## src/port_arb_pkg.sv

```systemverilog
/*
  Shared constants for the shared pin group: port/arbiter mux.
  Assumes a single 40 MHz core clock and synchronous active-high reset.
*/
package port_arb_pkg;
  // ==========================================================
  // Strap and widths
  localparam int STRAP_BIT = 7;
  localparam logic STRAP_PORT_MODE = 1'b1;
  localparam int NUM_CS = 3;
  localparam int NUM_MASTERS = 5;
  localparam int SELF_MASTER = 4;
  localparam int PME_STATUS_BIT = 15;
  localparam int PME_ENABLE_BIT = 8;
  localparam int CS_PME = 1;
  // ==========================================================
  // Port cycle timing
  localparam int CLK_PERIOD_NS = 25;
  localparam int STROBE_NS = 100;
  localparam int STROBE_CYCLES = (STROBE_NS + CLK_PERIOD_NS - 1) / CLK_PERIOD_NS;
  localparam logic [3:0] STROBE_COUNT = 4'(STROBE_CYCLES);
  // Address windows for the three selects, byte address bits [23:22]
  localparam logic [1:0] CS_WINDOW0 = 2'h1;
  localparam logic [1:0] CS_WINDOW1 = 2'h2;
  localparam logic [1:0] CS_WINDOW2 = 2'h3;
  typedef enum logic [1:0] {ST_IDLE, ST_STROBE, ST_DONE} port_state_e;
endpackage

```

## src/periph_port_arbiter_mux.sv

```systemverilog
/*
  Shared pin group: strap-selected parallel peripheral port or five-master bus arbiter.
  Assumes inputs synchronous to ref_clk; processor side issues one cycle request at a time.
*/
`timescale 1ns/1ps

// What this block does
// - strap bit 7 caught at reset release; 1 port mode, 0 arbiter mode
// - port serves 8 and 16 bit peripherals, address and data from processor
// - buffer direction output low throughout port writes, high at other times in port mode
// - read strobe low for port reads; peripheral drives data meanwhile
// - write strobe low for port writes; peripheral takes data meanwhile
// - output chip selects go low for accesses in their address window
// - unused chip selects may be inputs used as interrupt sources
// - select 1 as output gives power event when status 15 and enable 8 set
// - arbiter grants highest priority requester of five masters
// - own grant driven on bus-request pin, looped back by board
module periph_port_arbiter_mux
  import port_arb_pkg::*;
(
  input wire logic ref_clk,
  input wire logic rst,
  input wire logic reset_strap_bit7,
  input wire logic port_req,
  input wire logic port_write,
  input wire logic port_wide,
  input wire logic [31:0] port_addr,
  input wire logic [15:0] port_wdata,
  output logic port_done,
  output logic [15:0] port_rdata,
  input wire logic [15:0] periph_data_in,
  output logic [15:0] periph_data_out,
  output logic periph_data_oe,
  input wire logic [NUM_CS-1:0] cs_as_output,
  input wire logic pme_mode,
  input wire logic [15:0] power_ctrl_status,
  input wire logic self_req,
  output logic port_mode,
  output logic port_buffer_dir_n,
  output logic read_strobe_n,
  output logic write_strobe_n,
  input wire logic [NUM_CS-1:0] chip_sel_n_in,
  output logic [NUM_CS-1:0] chip_sel_n_out,
  output logic [NUM_CS-1:0] chip_sel_oe,
  output logic [NUM_CS-1:0] cs_irq,
  output logic grant0_n,
  input wire logic req3_n,
  output logic bus_req_n,
  output logic [NUM_MASTERS-1:0] grant_vec
);

  // ==========================================================
  // Strap capture
  logic strap_seen;
  logic next_strap_seen;
  logic next_port_mode;
  always_comb
  begin
    next_strap_seen = strap_seen;
    next_port_mode = port_mode;
    if (rst)
    begin
      next_strap_seen = 1'b0;
      next_port_mode = 1'b0;
    end
    else if (!strap_seen)
    begin
      // First clean edge after release latches the strap
      next_strap_seen = 1'b1;
      next_port_mode = (reset_strap_bit7 == STRAP_PORT_MODE);
    end
  end
  always_ff @(posedge ref_clk)
  begin
    strap_seen <= next_strap_seen;
    port_mode <= next_port_mode;
  end

  // ==========================================================
  // Port cycle engine
  function automatic logic [NUM_CS-1:0] decode_cs(input logic [31:0] a);
    logic [NUM_CS-1:0] hit;
    hit = '0;
    hit[0] = (a[23:22] == CS_WINDOW0);
    hit[1] = (a[23:22] == CS_WINDOW1);
    hit[2] = (a[23:22] == CS_WINDOW2);
    return hit;
  endfunction

  port_state_e state;
  port_state_e next_state;
  logic [3:0] count;
  logic [3:0] next_count;
  logic cyc_write;
  logic next_cyc_write;
  logic cyc_wide;
  logic next_cyc_wide;
  logic [NUM_CS-1:0] cyc_cs;
  logic [NUM_CS-1:0] next_cyc_cs;
  logic [15:0] wdata;
  logic [15:0] next_wdata;
  logic [15:0] next_rdata;
  logic next_done;
  always_comb
  begin
    next_state = state;
    next_count = count;
    next_cyc_write = cyc_write;
    next_cyc_wide = cyc_wide;
    next_cyc_cs = cyc_cs;
    next_wdata = wdata;
    next_rdata = port_rdata;
    next_done = 1'b0;
    unique case (state)
      ST_IDLE:
      begin
        if (port_req && port_mode && strap_seen)
        begin
          next_state = ST_STROBE;
          next_count = STROBE_COUNT;
          next_cyc_write = port_write;
          next_cyc_wide = port_wide;
          next_cyc_cs = decode_cs(port_addr) & cs_as_output;
          next_wdata = port_wide ? port_wdata : {8'h00, port_wdata[7:0]};
        end
      end
      ST_STROBE:
      begin
        next_count = count - 4'h1;
        if (count == 4'h1)
        begin
          next_state = ST_DONE;
          // Sample read data while the strobe is still low
          if (!cyc_write)
          begin
            next_rdata = cyc_wide ? periph_data_in : {8'h00, periph_data_in[7:0]};
          end
        end
      end
      ST_DONE:
      begin
        next_state = ST_IDLE;
        next_done = 1'b1;
      end
    endcase
    if (rst)
    begin
      next_state = ST_IDLE;
      next_count = 4'h0;
      next_cyc_write = 1'b0;
      next_cyc_wide = 1'b0;
      next_cyc_cs = '0;
      next_wdata = 16'h0000;
      next_rdata = 16'h0000;
    end
  end
  always_ff @(posedge ref_clk)
  begin
    state <= next_state;
    count <= next_count;
    cyc_write <= next_cyc_write;
    cyc_wide <= next_cyc_wide;
    cyc_cs <= next_cyc_cs;
    wdata <= next_wdata;
    port_rdata <= next_rdata;
    port_done <= next_done;
  end

  // ==========================================================
  // Arbiter: fixed priority, master 0 highest, the device itself lowest
  logic [NUM_MASTERS-1:0] req_vec;
  logic [NUM_MASTERS-1:0] next_grant;
  always_comb
  begin
    req_vec = {self_req, ~req3_n, ~chip_sel_n_in};
    next_grant = '0;
    for (int i = NUM_MASTERS - 1; i >= 0; i--)
    begin
      if (req_vec[i])
      begin
        next_grant = '0;
        next_grant[i] = 1'b1;
      end
    end
    if (rst || port_mode || !strap_seen)
    begin
      next_grant = '0;
    end
  end

  // ==========================================================
  // Pin drivers
  logic active;
  logic next_dir_n;
  logic next_rd_n;
  logic next_wr_n;
  logic [NUM_CS-1:0] next_cs_n;
  logic [NUM_CS-1:0] next_cs_oe;
  logic [NUM_CS-1:0] next_cs_irq;
  logic next_grant0_n;
  logic next_bus_req_n;
  logic [15:0] next_data_out;
  logic next_data_oe;
  logic pme_out;
  always_comb
  begin
    active = (next_state == ST_STROBE);
    pme_out = pme_mode && power_ctrl_status[PME_STATUS_BIT]
      && power_ctrl_status[PME_ENABLE_BIT];
    next_dir_n = 1'b1;
    next_rd_n = 1'b1;
    next_wr_n = 1'b1;
    next_cs_n = '1;
    next_cs_oe = '0;
    next_cs_irq = '0;
    next_grant0_n = 1'b1;
    next_bus_req_n = 1'b1;
    next_data_out = next_wdata;
    next_data_oe = 1'b0;
    if (port_mode)
    begin
      next_data_oe = active && next_cyc_write;
      // Direction held across the whole write, strobe inside it
      next_dir_n = !(next_cyc_write && next_state != ST_IDLE);
      next_rd_n = !(active && !next_cyc_write);
      next_wr_n = !(active && next_cyc_write);
      next_cs_oe = cs_as_output;
      next_cs_n = active ? ~next_cyc_cs : '1;
      if (pme_mode && cs_as_output[CS_PME])
      begin
        next_cs_n[CS_PME] = !pme_out;
      end
      next_cs_irq = ~cs_as_output & ~chip_sel_n_in;
    end
    else if (strap_seen)
    begin
      next_grant0_n = !next_grant[0];
      next_dir_n = !next_grant[1];
      next_rd_n = !next_grant[2];
      next_wr_n = !next_grant[3];
      next_bus_req_n = !next_grant[SELF_MASTER];
    end
    if (rst)
    begin
      next_dir_n = 1'b1;
      next_rd_n = 1'b1;
      next_wr_n = 1'b1;
      next_cs_n = '1;
      next_cs_oe = '0;
      next_cs_irq = '0;
      next_grant0_n = 1'b1;
      next_bus_req_n = 1'b1;
      next_data_out = 16'h0000;
      next_data_oe = 1'b0;
    end
  end
  always_ff @(posedge ref_clk)
  begin
    port_buffer_dir_n <= next_dir_n;
    read_strobe_n <= next_rd_n;
    write_strobe_n <= next_wr_n;
    chip_sel_n_out <= next_cs_n;
    chip_sel_oe <= next_cs_oe;
    cs_irq <= next_cs_irq;
    grant0_n <= next_grant0_n;
    bus_req_n <= next_bus_req_n;
    grant_vec <= next_grant;
    periph_data_out <= next_data_out;
    periph_data_oe <= next_data_oe;
  end
endmodule

```

## config.mk

```make
export PLATFORM = sky130hd
export DESIGN_NAME = periph_port_arbiter_mux
export DESIGN_NICKNAME = d
export VERILOG_FILES = /design/src/port_arb_pkg.sv /design/src/periph_port_arbiter_mux.sv
export SDC_FILE = /design/constraint.sdc
export NUM_CORES = 1
export LEC_CHECK = 0
export BUFFER_PORTS_ARGS = -buffer_cell sky130_fd_sc_hd__buf_2
export CAP_MARGIN = 15
export CORE_UTILIZATION = 30
export DETAILED_ROUTE_END_ITERATION = 10
export GPL_ROUTABILITY_DRIVEN = 0
export PLACE_DENSITY = 0.63
export SYNTH_ARGS = -nofsm -noshare
export SYNTH_HDL_FRONTEND = slang
export SYNTH_SLANG_ARGS = --single-unit
```

## constraint.sdc

```tcl
create_clock -name ref_clk -period 1.66 [get_ports ref_clk]
set_input_delay 0 -clock ref_clk [delete_from_list [all_inputs] [get_ports ref_clk]]
set_output_delay 0 -clock ref_clk [all_outputs]
set_load 0.01 [all_outputs]
```

# Yosys cells after proc, flatten, opt, wreduce, memory -nomap -nowiden
# Index checks and enable logic that the tools add are counted.
# word_totals
ff_bits,82
in_bits,95
wordCells,103
# op_classes
n_addsub,1
eq_ne,8
muxes,33
bitwise,9
n_reduce_logical,30
# ops
op,n
two-way mux 16 bit,5
two-way mux 5 bit,6
two-way mux 1 bit,12
logical NOT 1 bit,11
two-way mux 3 bit,3
NOT 3 bit,3
logical AND 1 bit,8
two-way mux 2 bit,4
one-hot mux 4 bit (2 select lines),1
AND 3 bit,2
"equality test 2 x 1 -> 1 bit, second input constant",3
"equality test 2 bit, second input constant",3
one-hot mux 2 bit (3 select lines),1
OR reduction 3 bit,2
"equality test 4 x 1 -> 1 bit, second input constant",1
two-way mux 4 bit,1
NOT 1 bit,4
AND reduction 2 bit,2
nonzero test 2 bit,2
"subtractor 4 x 1 -> 4 bit, second input constant",1
AND reduction 3 bit,1
logical NOT 2 bit,1
logical OR 1 bit,2
"inequality test 2 bit, second input constant",1
OR reduction 2 bit,1

# Logic depth before layout (Yosys ltp)
# Gate-level depths: netlist (run 1).
# depth
depth_word,9
mapped_depth,7
depth_no_buf,6

# Least setup slack after synthesis (run 1)
# OpenSTA, ideal clock, no wires.
# synth_path
path_kind,register -> register
from,register state[1]
to,register chip_sel_n_out[0]
setup_ns,0.125
arrival_ns,1.363
t_required_ns,1.535
slack_ns,0.173
path_stages_with_launch,8
path_buffers,1
synth_period_minus_slack_ns,1.487
cell_sequence,dfxtp_1 -> inv_1 -> ha_1 -> and4_4 -> buf_6 -> nand4b_1 -> a21oi_2 -> nand3_1
# synth_rtl
element,line,source
start: declaration,periph_port_arbiter_mux.sv:90,port_state_e state;
start signal: assignment,periph_port_arbiter_mux.sv:159,state <= next_state;
logical NOT 2 bit,periph_port_arbiter_mux.sv:114,unique case (state)
two-way mux 3 bit,periph_port_arbiter_mux.sv:114,
two-way mux 3 bit,periph_port_arbiter_mux.sv:146,if (rst)
named net next_cyc_cs[0],periph_port_arbiter_mux.sv:99,logic [NUM_CS-1:0] next_cyc_cs;
NOT 3 bit,periph_port_arbiter_mux.sv:228,next_cs_n = active ? ~next_cyc_cs : '1;
end signal: assignment,periph_port_arbiter_mux.sv:262,chip_sel_n_out <= next_cs_n;
end: declaration,periph_port_arbiter_mux.sv:43,"output logic [NUM_CS-1:0] chip_sel_n_out,"
# The timed path passes the listed nets, and every way through them passes these cells.
# A chain may end at the register's enable or synchronous reset.

# Worst setup path in the final report (run 1)
# layout_path
from,register state[0]
to,register chip_sel_n_out[1]
# layout_via
elab_chain_len,6
# layout_lines
element,line,source
"equality test 2 bit, or another cell as far along",periph_port_arbiter_mux.sv:114,
one-hot mux 2 bit (3 select lines) or two-way mux 3 bit (tied branches),periph_port_arbiter_mux.sv:114,
two-way mux 2 bit or two-way mux 3 bit (tied branches),periph_port_arbiter_mux.sv:146,
equality test 2 x 1 -> 1 bit or NOT 3 bit (tied branches),"periph_port_arbiter_mux.sv:207, periph_port_arbiter_mux.sv:228",
two-way mux 2 bit *,periph_port_arbiter_mux.sv:228,
two-way mux 1 bit *,periph_port_arbiter_mux.sv:229,if (pme_mode && cs_as_output[CS_PME])
# Every way passes the cells marked *; elsewhere a longest branch is shown, timed or not.

==> flow_summary.json, run 1 <==
{
  "min_path_type": "in -> reg",
  "yosys.area.top_type_share_pct": 58.31,
  "final_core_utilization_pct": 48.24,
  "fin_crit_ns": 1.524,
  "yosysSeqAreaShare_pct": 58.31,
  "p_leak_nw": 1.862,
  "drv_slew": 0,
  "wl_per_cell_microns": 12.74,
  "numPortBuffers": 104,
  "area_growth_pct": 52.36,
  "async_flop_share_pct": 0,
  "pin_count": 149,
  "syn_nets": 406,
  "final.setup.tns_ns": 0,
  "p_per_area_mw_per_mm2": 907.2,
  "initial_utilization_pct": 31.66,
  "h-tree-depth": 3,
  "grt_use_total_pct": 15.93,
  "cp.buffers_inverters": 1,
  "reg2regPathDepth": 5,
  "yosysUniqueCellTypes": 37,
  "grt_max_degree": 51,
  "slowest_delay_ns": 0.32,
  "fin_crit_sh_pct": 91.79,
  "r2r_slack_ns": 0.14,
  "setup.worst_path.end_class": "flip-flop",
  "avgSynthCellArea_sq_um": 9.200,
  "layout.nets": 570,
  "hpwl_microns": 4676,
  "globalRouteOverflowTotal": 0,
  "vias": 2707,
  "clkTransAtPathRegs_ns": 0.09,
  "die-width_microns": 98.87,
  "synth-seq-cells": 82,
  "worstPathMaxFanout": 6,
  "cts_tree": "done",
  "rr_endpoint": "chip_sel_n_out[1]",
  "grt_pass1_vias": 2702,
  "synth_top_flop_cell": "dfxtp_1",
  "cp_slowest_cell": "dfxtp_1",
  "cp.required_ns": 1.87,
  "drtPass1Iterations": 4,
  "peakVddDrop_uv": 433.0,
  "yosysTopAreaCell": "dfxtp_1",
  "layout-drive-gt1-share_pct": 30.95,
  "drtIter0Drc": 107,
  "grt_pass1_wl_microns": 12280,
  "clock_skew_ns": 0.01093,
  "viasPerCell": 4.643,
  "crit_family": "compound AO/OA/AOI/OAI gates",
  "min_from": "port_write",
  "fmax_ghz": 0.6563,
  "syn_inst": 306,
  "fp.dieH_microns": 98.87,
  "clock_latency_ns": 0.35,
  "worst_pin_slew_ns": 0.5055,
  "hold_violations": 0,
  "ant_nets": 0,
  "finalHoldWorstSlack_ns": 0.1074,
  "placementRows": 34,
  "core-area_sq_mm": 0.008891,
  "startpoint_type": "flip-flop",
  "rsz0062_at_grt": "no",
  "diodes": 0,
  "max_slew_margin_pct": 66.30,
  "holdPathEnd": "port_buffer_dir_n",
  "cap_viol_max_count": 0,
  "criticalPathCategory": "reg -> reg",
  "synth-edff-count": 0,
  "synth.most_common_cell": "dfxtp_1",
  "finalSetupViolCount": 0,
  "antenna_found_initial": 0,
  "synth.area.top_cells": "dfxtp_1 58%, a21oi_1 10%, nand2_1 8.4%",
  "netlist_top_cells_count": "82 x dfxtp_1, 63 x nand2_1, 58 x a21oi_1, 23 x nand3_1",
  "holdPathStages": 4,
  "clockBufferDepth": 2,
  "syn_area_sq_mm": 0.002815,
  "synth_warnings": 0,
  "cts.sinks": 82,
  "die_area_sq_mm": 0.009775,
  "wl_microns": 7427,
  "cp.arrival_ns": 1.74,
  "cts_buffers": 9,
  "path_cells": "inv_1, ha_2, or2_4, a21oi_4, a41oi_1",
  "timing.rr.start": "state[0]",
  "finalPower_mw": 3.891,
  "run_status": "complete, no violations",
  "cts_root_buffer": "clkbuf_8",
  "drc_errors": 0
}
## placed cells by master (no fill, tap or decap), drive strengths merged
cell | synthesis | layout
a21o | 2 | 2
buf | 7 | 117
mux2 | 1 | 1
nand4 | 2 | 2
nand3 | 24 | 24
and2 | 4 | 4
and3 | 1 | 1
clkinv | 0 | 4
or4 | 1 | 1
ha | 5 | 5
a221oi | 1 | 1
o21ai | 2 | 2
dlymetal6s4s | 0 | 1
dlygate4sd3 | 0 | 52
inv | 10 | 10
and4bb | 1 | 1
a41oi | 2 | 2
clkbuf | 10 | 10
a21oi | 61 | 61
bufinv | 0 | 2
nand4b | 3 | 3
nand2 | 63 | 63
a31oi | 1 | 1
nor2b | 2 | 2
nor3 | 3 | 3
o31a | 1 | 1
and4b | 1 | 1
mux2i | 2 | 2
dfxtp | 82 | 82
a211oi | 1 | 1
nand4bb | 1 | 1
and4 | 1 | 1
nand2b | 1 | 1
or3 | 1 | 1
or2 | 2 | 2
nor2 | 7 | 7
## flip-flops by register name (all words and copies together) (netlist names), 2 cells and up
| register | flops |
|---|---|
| port_rdata | 16 |
| periph_data_out | 16 |
| cs_irq | 3 |
| grant_vec | 5 |
| wdata | 16 |
| state | 2 |
| chip_sel_oe | 3 |
| chip_sel_n_out | 3 |
| cyc_cs | 3 |
| count | 4 |
## worst min-delay path: cells and delay by family
kind,cells,cell delay [ns]
buffers and inverters,1,0.09
AND/OR/NAND/NOR,1,0.17
multiplexers,1,0.07
AO/OA/AOI/OAI,1,0.08
## worst max-delay path by stage
stage,from,endpoint,slack (ns),depth (start not counted)
after floorplan,state[1],chip_sel_n_out[0],0.17,7
after global placement,state[1],chip_sel_n_out[1],0.11,5
after detailed placement,state[1],chip_sel_n_out[1],0.07,5
after CTS,state[1],chip_sel_n_out[1],0.05,5
after global routing,port_mode,cs_irq[2],0.04,4
final,state[0],chip_sel_n_out[1],0.14,5
## metrics by stage
stage / cells / area, sq um / setup WS, ns
after floorplan: 306 / 2815 / 0.1727
after global placement: 512 / 3497 / 0.1099
after detailed placement: 512 / 3497 / 0.06738
after CTS: 581 / 4247 / 0.04507
after global routing: 583 / 4289 / 0.03582
final: 583 / 4289 / 0.1362
## metal layers
metal  wire length [microns]  vias to the layer above  track usage, %
li1                        -                     1367               -
met1                    3212                     1242           17.59
met2                    3698                       88           28.40
met3                     422                       10           4.326
met4                      94                        0           7.348
met5                       0                        -               0
## cell type report
| cell class | count | area, sq um |
|---|---|---|
| fillers | 839 | 4602 |
| flip-flops and latches | 82 | 1644 |
| repair buffers | 170 | 1180 |
| multi-input cells | 197 | 1074 |
| well taps | 108 | 135.1 |
| clock buffers | 10 | 127.6 |
| clock inverters | 6 | 91.34 |
| inverters | 10 | 37.54 |
## power by group
group	internal (mW)	switching, mW
Sequential	1.99	0.0111
Clock	0.853	0.740
Combinational	0.168	0.130
Total	3.01	0.881
## kinds of logic (layout without fill, tap and decap cells)
| group | count (synthesis) | after routing | share of synthesized area, % |
|---|---|---|---|
| AO/OA/AOI/OAI | 71 | 71 | 14.13 |
| adder cells (fa/ha/maj) | 5 | 5 | 2.222 |
| buffers and inverters | 27 | 196 | 4.222 |
| flip-flops | 82 | 82 | 58.31 |
| multiplexers | 3 | 3 | 1.111 |
| AND/OR/NAND/NOR | 118 | 118 | 20.00 |
## what timing repair did
action,CTS,global route
gates resized for setup,0,10
hold buffers,53,0
buffers inserted,0,2
setup endpoints to repair,0,19
hold endpoints to repair,73,0
Note: power is estimated with default switching activity, not from simulation.
==> inputs of run 2 (changes only) <==
==> constraint.sdc (replaced) <==
create_clock -name ref_clk -period 1.8 [get_ports ref_clk]
set_input_delay 0 -clock ref_clk [delete_from_list [all_inputs] [get_ports ref_clk]]
set_output_delay 0 -clock ref_clk [all_outputs]
set_load 0.01 [all_outputs]
==> flow_summary.json, run 2 (synthesized netlist as in run 1, its figures left out) <==
{
  "run_status": "complete, no violations",
  "startpoint_type": "flip-flop",
  "setup_slack_ns": 0.1052,
  "path_cells": "buf_4, and4bb_2, nand3_1, nor2_1, dlygate4sd3_1",
  "cp.arrival_ns": 1.98,
  "slowest_delay_ns": 0.57,
  "cts_buffers": 9,
  "cp.buffers_inverters": 2,
  "die-width_microns": 98.87,
  "cts.sinks": 82,
  "final_common_cell": "buf_2",
  "drv_slew": 0,
  "n_fill_cell": 859,
  "postCtsSetupRepairBufs": 0,
  "layout-drive-gt1-share_pct": 28.72,
  "multi_input_area_sq_mm": 0.001062,
  "initial_utilization_pct": 31.66,
  "grt_max_degree": 51,
  "rsz0062_at_grt": "no",
  "worst_pin_slew_ns": 0.5033,
  "fin_crit_sh_pct": 94.15,
  "clock_skew_ns": 0.007801,
  "clkTransAtPathRegs_ns": 0.09,
  "drtIter0Drc": 91,
  "cts_root_buffer": "clkbuf_8",
  "vias": 2633,
  "wl_microns": 7233,
  "pre_cts_ws_ns": 0.1175,
  "p_leak_nw": 1.798,
  "grt_pass1_wl_microns": 12090,
  "finalPower_mw": 3.455,
  "regArea_sq_mm": 0.001643,
  "viasPerCell": 4.555,
  "placementRows": 34,
  "setup.worst_path.end_class": "flip-flop",
  "peakVddDrop_uv": 372.7,
  "area_growth_pct": 48.98,
  "mostFrequentLayoutCells": "104 x buf_2, 81 x dfxtp_1, 63 x nand2_1, 58 x a21oi_1, 54 x dlygate4sd3_1",
  "numPortBuffers": 104,
  "wl_per_cell_microns": 12.51,
  "clock_latency_ns": 0.34,
  "max_slew_margin_pct": 66.45,
  "diodes": 0,
  "cap_viol_max_count": 0,
  "cp_slowest_cell": "dlygate4sd3_1",
  "finalSetupViolCount": 0,
  "pin_count": 149,
  "reg.largest.list": "periph_data_out (16), port_rdata (16), wdata (16)",
  "clockBufferDepth": 2,
  "layout.nets": 565,
  "die_area_sq_mm": 0.009775,
  "fin_crit_ns": 1.695,
  "grt_pass1_vias": 2658,
  "ant_nets": 0,
  "drc_errors": 0,
  "hold_violations": 0,
  "h-tree-depth": 3,
  "p_per_area_mw_per_mm2": 823.7,
  "min_path_type": "in -> reg",
  "final.setup.tns_ns": 0,
  "worstPathMaxFanout": 9,
  "crit_family": "buffers and inverters",
  "drtPass1Iterations": 4,
  "core-area_sq_mm": 0.008891,
  "antenna_found_initial": 0,
  "globalRouteOverflowTotal": 0,
  "cp.required_ns": 2.09,
  "criticalPathCategory": "reg -> reg",
  "fp.dieH_microns": 98.87,
  "grt_use_total_pct": 15.57,
  "cts_tree": "done",
  "fmax_ghz": 0.5901,
  "hpwl_microns": 4618
}
## run 2: final cells by class
class                   count  share of cell area (%)
flip-flops and latches     82                   39.17
repair buffers            165                   26.55
multi-input cells         197                   25.33
well taps                 108                   3.222
clock buffers              10                   3.043
clock inverters             6                   1.790
inverters                  10                  0.8950
## run 2: tightest hold or removal path, stage by stage
cell	delay [ns]
buf_2	0.09
mux2i_1	0.08
or2_1	0.23
inv_1	0.06
## run 2: per-stage QoR
stage | hold slack (ns) | cell area [sq um] | util [%] | cells
after floorplan | 0.07183 | 2815 | - | 306
after global placement | 0.1947 | 3442 | 38.71 | 508
after detailed placement | 0.2015 | 3442 | 38.71 | 508
after CTS | 0.1053 | 4185 | 47.07 | 578
after global routing | 0.1363 | 4194 | 47.17 | 578
final | 0.1370 | 4194 | 47.17 | 578
## run 2: worst paths after layout
path / from / endpoint / slack (ns) / depth (start not counted)
hold reg to reg: port_rdata[14] / port_rdata[14] / 0.45 / 2
setup reg to reg: port_mode / grant_vec[3] / 0.11 / 5
setup / recovery: port_mode / grant_vec[3] / 0.11 / 5
hold / removal: port_write / cyc_write / 0.14 / 4
## run 2: routing by layer
layer | global-route usage [%] | vias up | wire (microns)
li1 | - | 1358 | -
met1 | 18.29 | 1193 | 3307
met2 | 26.79 | 79 | 3512
met3 | 4.255 | 3 | 391
met4 | 6.315 | 0 | 22
met5 | 0 | - | 0
## run 2: report_power, final
group          internal [mW]  leakage [nW]  switching (mW)
combinational          0.147          1.04           0.115
clock                  0.661        0.0990           0.685
sequential              1.83         0.663          0.0114
total                   2.64          1.80           0.811
## run 2: repair_timing
item,CTS,global route
setup endpoints to repair,0,1
hold buffers,54,0
resized for setup,0,3
hold endpoints to repair,73,0
==> inputs of run 3 (changes only) <==
--- a/config.mk
+++ b/config.mk
@@ -10,6 +10,7 @@
 export CORE_UTILIZATION = 30
 export DETAILED_ROUTE_END_ITERATION = 10
 export GPL_ROUTABILITY_DRIVEN = 0
+export GPL_TIMING_DRIVEN = 0
 export PLACE_DENSITY = 0.63
 export SYNTH_ARGS = -nofsm -noshare
 export SYNTH_HDL_FRONTEND = slang
==> flow_summary.json, run 3 (synthesized netlist as in run 1, its figures left out) <==
{
  "run_status": "complete, no violations",
  "setup_slack_ns": 0.1063,
  "placementRows": 34,
  "wl_per_cell_microns": 12.52,
  "final_common_cell": "buf_2",
  "initial_utilization_pct": 31.66,
  "p_per_area_mw_per_mm2": 820.1,
  "reg.largest.list": "periph_data_out (16), port_rdata (16), wdata (16)",
  "p_switching_mw": 0.7612,
  "wl_microns": 7309,
  "multi_input_area_sq_mm": 0.001067,
  "p_leak_nw": 1.802,
  "numPortBuffers": 102,
  "n_fill_cell": 841,
  "min_path_type": "in -> reg",
  "grt_use_total_pct": 15.53,
  "cap_viol_max_count": 0,
  "internal_power_mw": 2.689,
  "drtPass1Iterations": 4,
  "min_from": "port_wide",
  "crit_family": "buffers and inverters",
  "cp.buffers_inverters": 3,
  "slowest_delay_ns": 0.55,
  "cts.sinks": 82,
  "worstPathMaxFanout": 9,
  "layout.nets": 572,
  "pin_count": 149,
  "rsz0062_at_grt": "no",
  "cp.required_ns": 2.03,
  "ant_nets": 0,
  "timing.rr.start": "port_mode",
  "hpwl_microns": 4934,
  "vias": 2683,
  "placed_cells": 516,
  "h-tree-depth": 3,
  "cp.arrival_ns": 1.92,
  "cts_buffers": 9,
  "globalRouteOverflowTotal": 0,
  "area_growth_pct": 49.42,
  "clock_latency_ns": 0.34,
  "fin_crit_ns": 1.694,
  "layout-drive-gt1-share_pct": 28.78,
  "clockBufferDepth": 2,
  "antenna_found_initial": 0,
  "fin_crit_sh_pct": 94.10,
  "drv_slew": 0,
  "drtIter0Drc": 96,
  "setup.worst_path.end_class": "flip-flop",
  "core-area_sq_mm": 0.008891,
  "drc_errors": 0,
  "worst_pin_slew_ns": 0.4971,
  "viasPerCell": 4.594,
  "final_cells": 584,
  "cts_tree": "done",
  "peakVddDrop_uv": 380.1,
  "grt_max_degree": 14,
  "p_comb_share_pct": 7.6,
  "seqPwrFrac_pct": 53.4,
  "cp_slowest_cell": "dlygate4sd3_1",
  "fmax_ghz": 0.5904,
  "sw_frac_of_total_pct": 22.06,
  "cp_common_cell": "dlygate4sd3_1",
  "die-width_microns": 98.87,
  "clkTransAtPathRegs_ns": 0.08,
  "die_area_sq_mm": 0.009775,
  "clkPwrFrac_pct": 38.9,
  "regArea_sq_mm": 0.001642,
  "cts_root_buffer": "clkbuf_8",
  "fp.dieH_microns": 98.87,
  "pre_cts_ws_ns": -0.03131,
  "hold_violations": 0,
  "startpoint_type": "input port",
  "criticalPathCategory": "in -> reg",
  "finalSetupViolCount": 0,
  "clock_skew_ns": 0.005667,
  "mostFrequentLayoutCells": "107 x buf_2, 82 x dfxtp_1, 63 x nand2_1, 58 x a21oi_1, 52 x dlygate4sd3_1",
  "grt_pass1_wl_microns": 11920,
  "diodes": 0,
  "grt_pass1_vias": 2616,
  "crit_start": "rst",
  "path_cells": "dlygate4sd3_1, clkbuf_1, and4bb_2, nand3_1, nor2_2, dlygate4sd3_1",
  "max_slew_margin_pct": 66.86
}
==> run 3: repair_timing <==
action	in CTS	in global routing
pin swaps	0	1
hold endpoints to repair	70	0
resized for setup	1	6
buffers inserted	0	1
gates cloned	0	0
hold buffers	52	0
setup endpoints to repair	2	33
==> run 3: worst reg2reg max path, delay by kind of cell (launching register included) <==
| family | cells | cell delay, ns |
|---|---|---|
| flip-flops | 1 | 0.32 |
| buffers and inverters | 2 | 0.73 |
| AND/OR/NAND/NOR | 3 | 0.57 |
==> run 3: final cells by class <==
type / instances / area share [%]
clock inverters: 4 / 1.220
flip-flops and latches: 82 / 39.02
plain buffers: 17 / 1.993
multi-input cells: 197 / 25.37
inverters: 10 / 0.8923
repair buffers: 155 / 24.69
clock buffers: 11 / 3.599
well taps: 108 / 3.212
==> run 3: final timing paths <==
| kind | to | slack (ns) | depth (start not counted) |
|---|---|---|---|
| min reg2reg | port_rdata[14] | 0.46 | 2 |
| min | cyc_wide | 0.12 | 3 |
| max reg2reg | grant_vec[3] | 0.13 | 5 |
| max | grant_vec[3] | 0.11 | 6 |
==> run 3: layer usage <==
metal / vias up / routed length [microns] / GRT usage (%)
met4: 0 / 17 / 3.789
met5: - / 0 / 0
met3: 2 / 438 / 5.532
met1: 1217 / 3342 / 18.96
met2: 90 / 3510 / 26.04
li1: 1374 / - / -
==> run 3: stage by stage <==
step | hold WS [ns] | total power [mW] | util (%) | cell area [sq um] | TNS, ns
CTS | 0.1080 | 3.499 | 47.07 | 4185 | 0
floorplan | 0.07183 | 1.969 | - | 2815 | 0
global route | 0.1608 | 3.619 | 47.31 | 4207 | 0
finish | 0.1250 | 3.450 | 47.31 | 4207 | 0
global placement | 0.1946 | 2.065 | 38.92 | 3461 | 0
detailed placement | 0.1967 | 2.068 | 38.92 | 3461 | -0.05573
==> run 3: power groups by stage <==
stage                     logic (mW)  registers (mW)  clock network (mW)
after floorplan               0.0762            1.89                   0
after global placement         0.179            1.89                   0
after detailed placement       0.182            1.89                   0
after CTS                      0.260            1.84                1.40
after global routing           0.288            1.85                1.48
final                          0.263            1.84                1.34
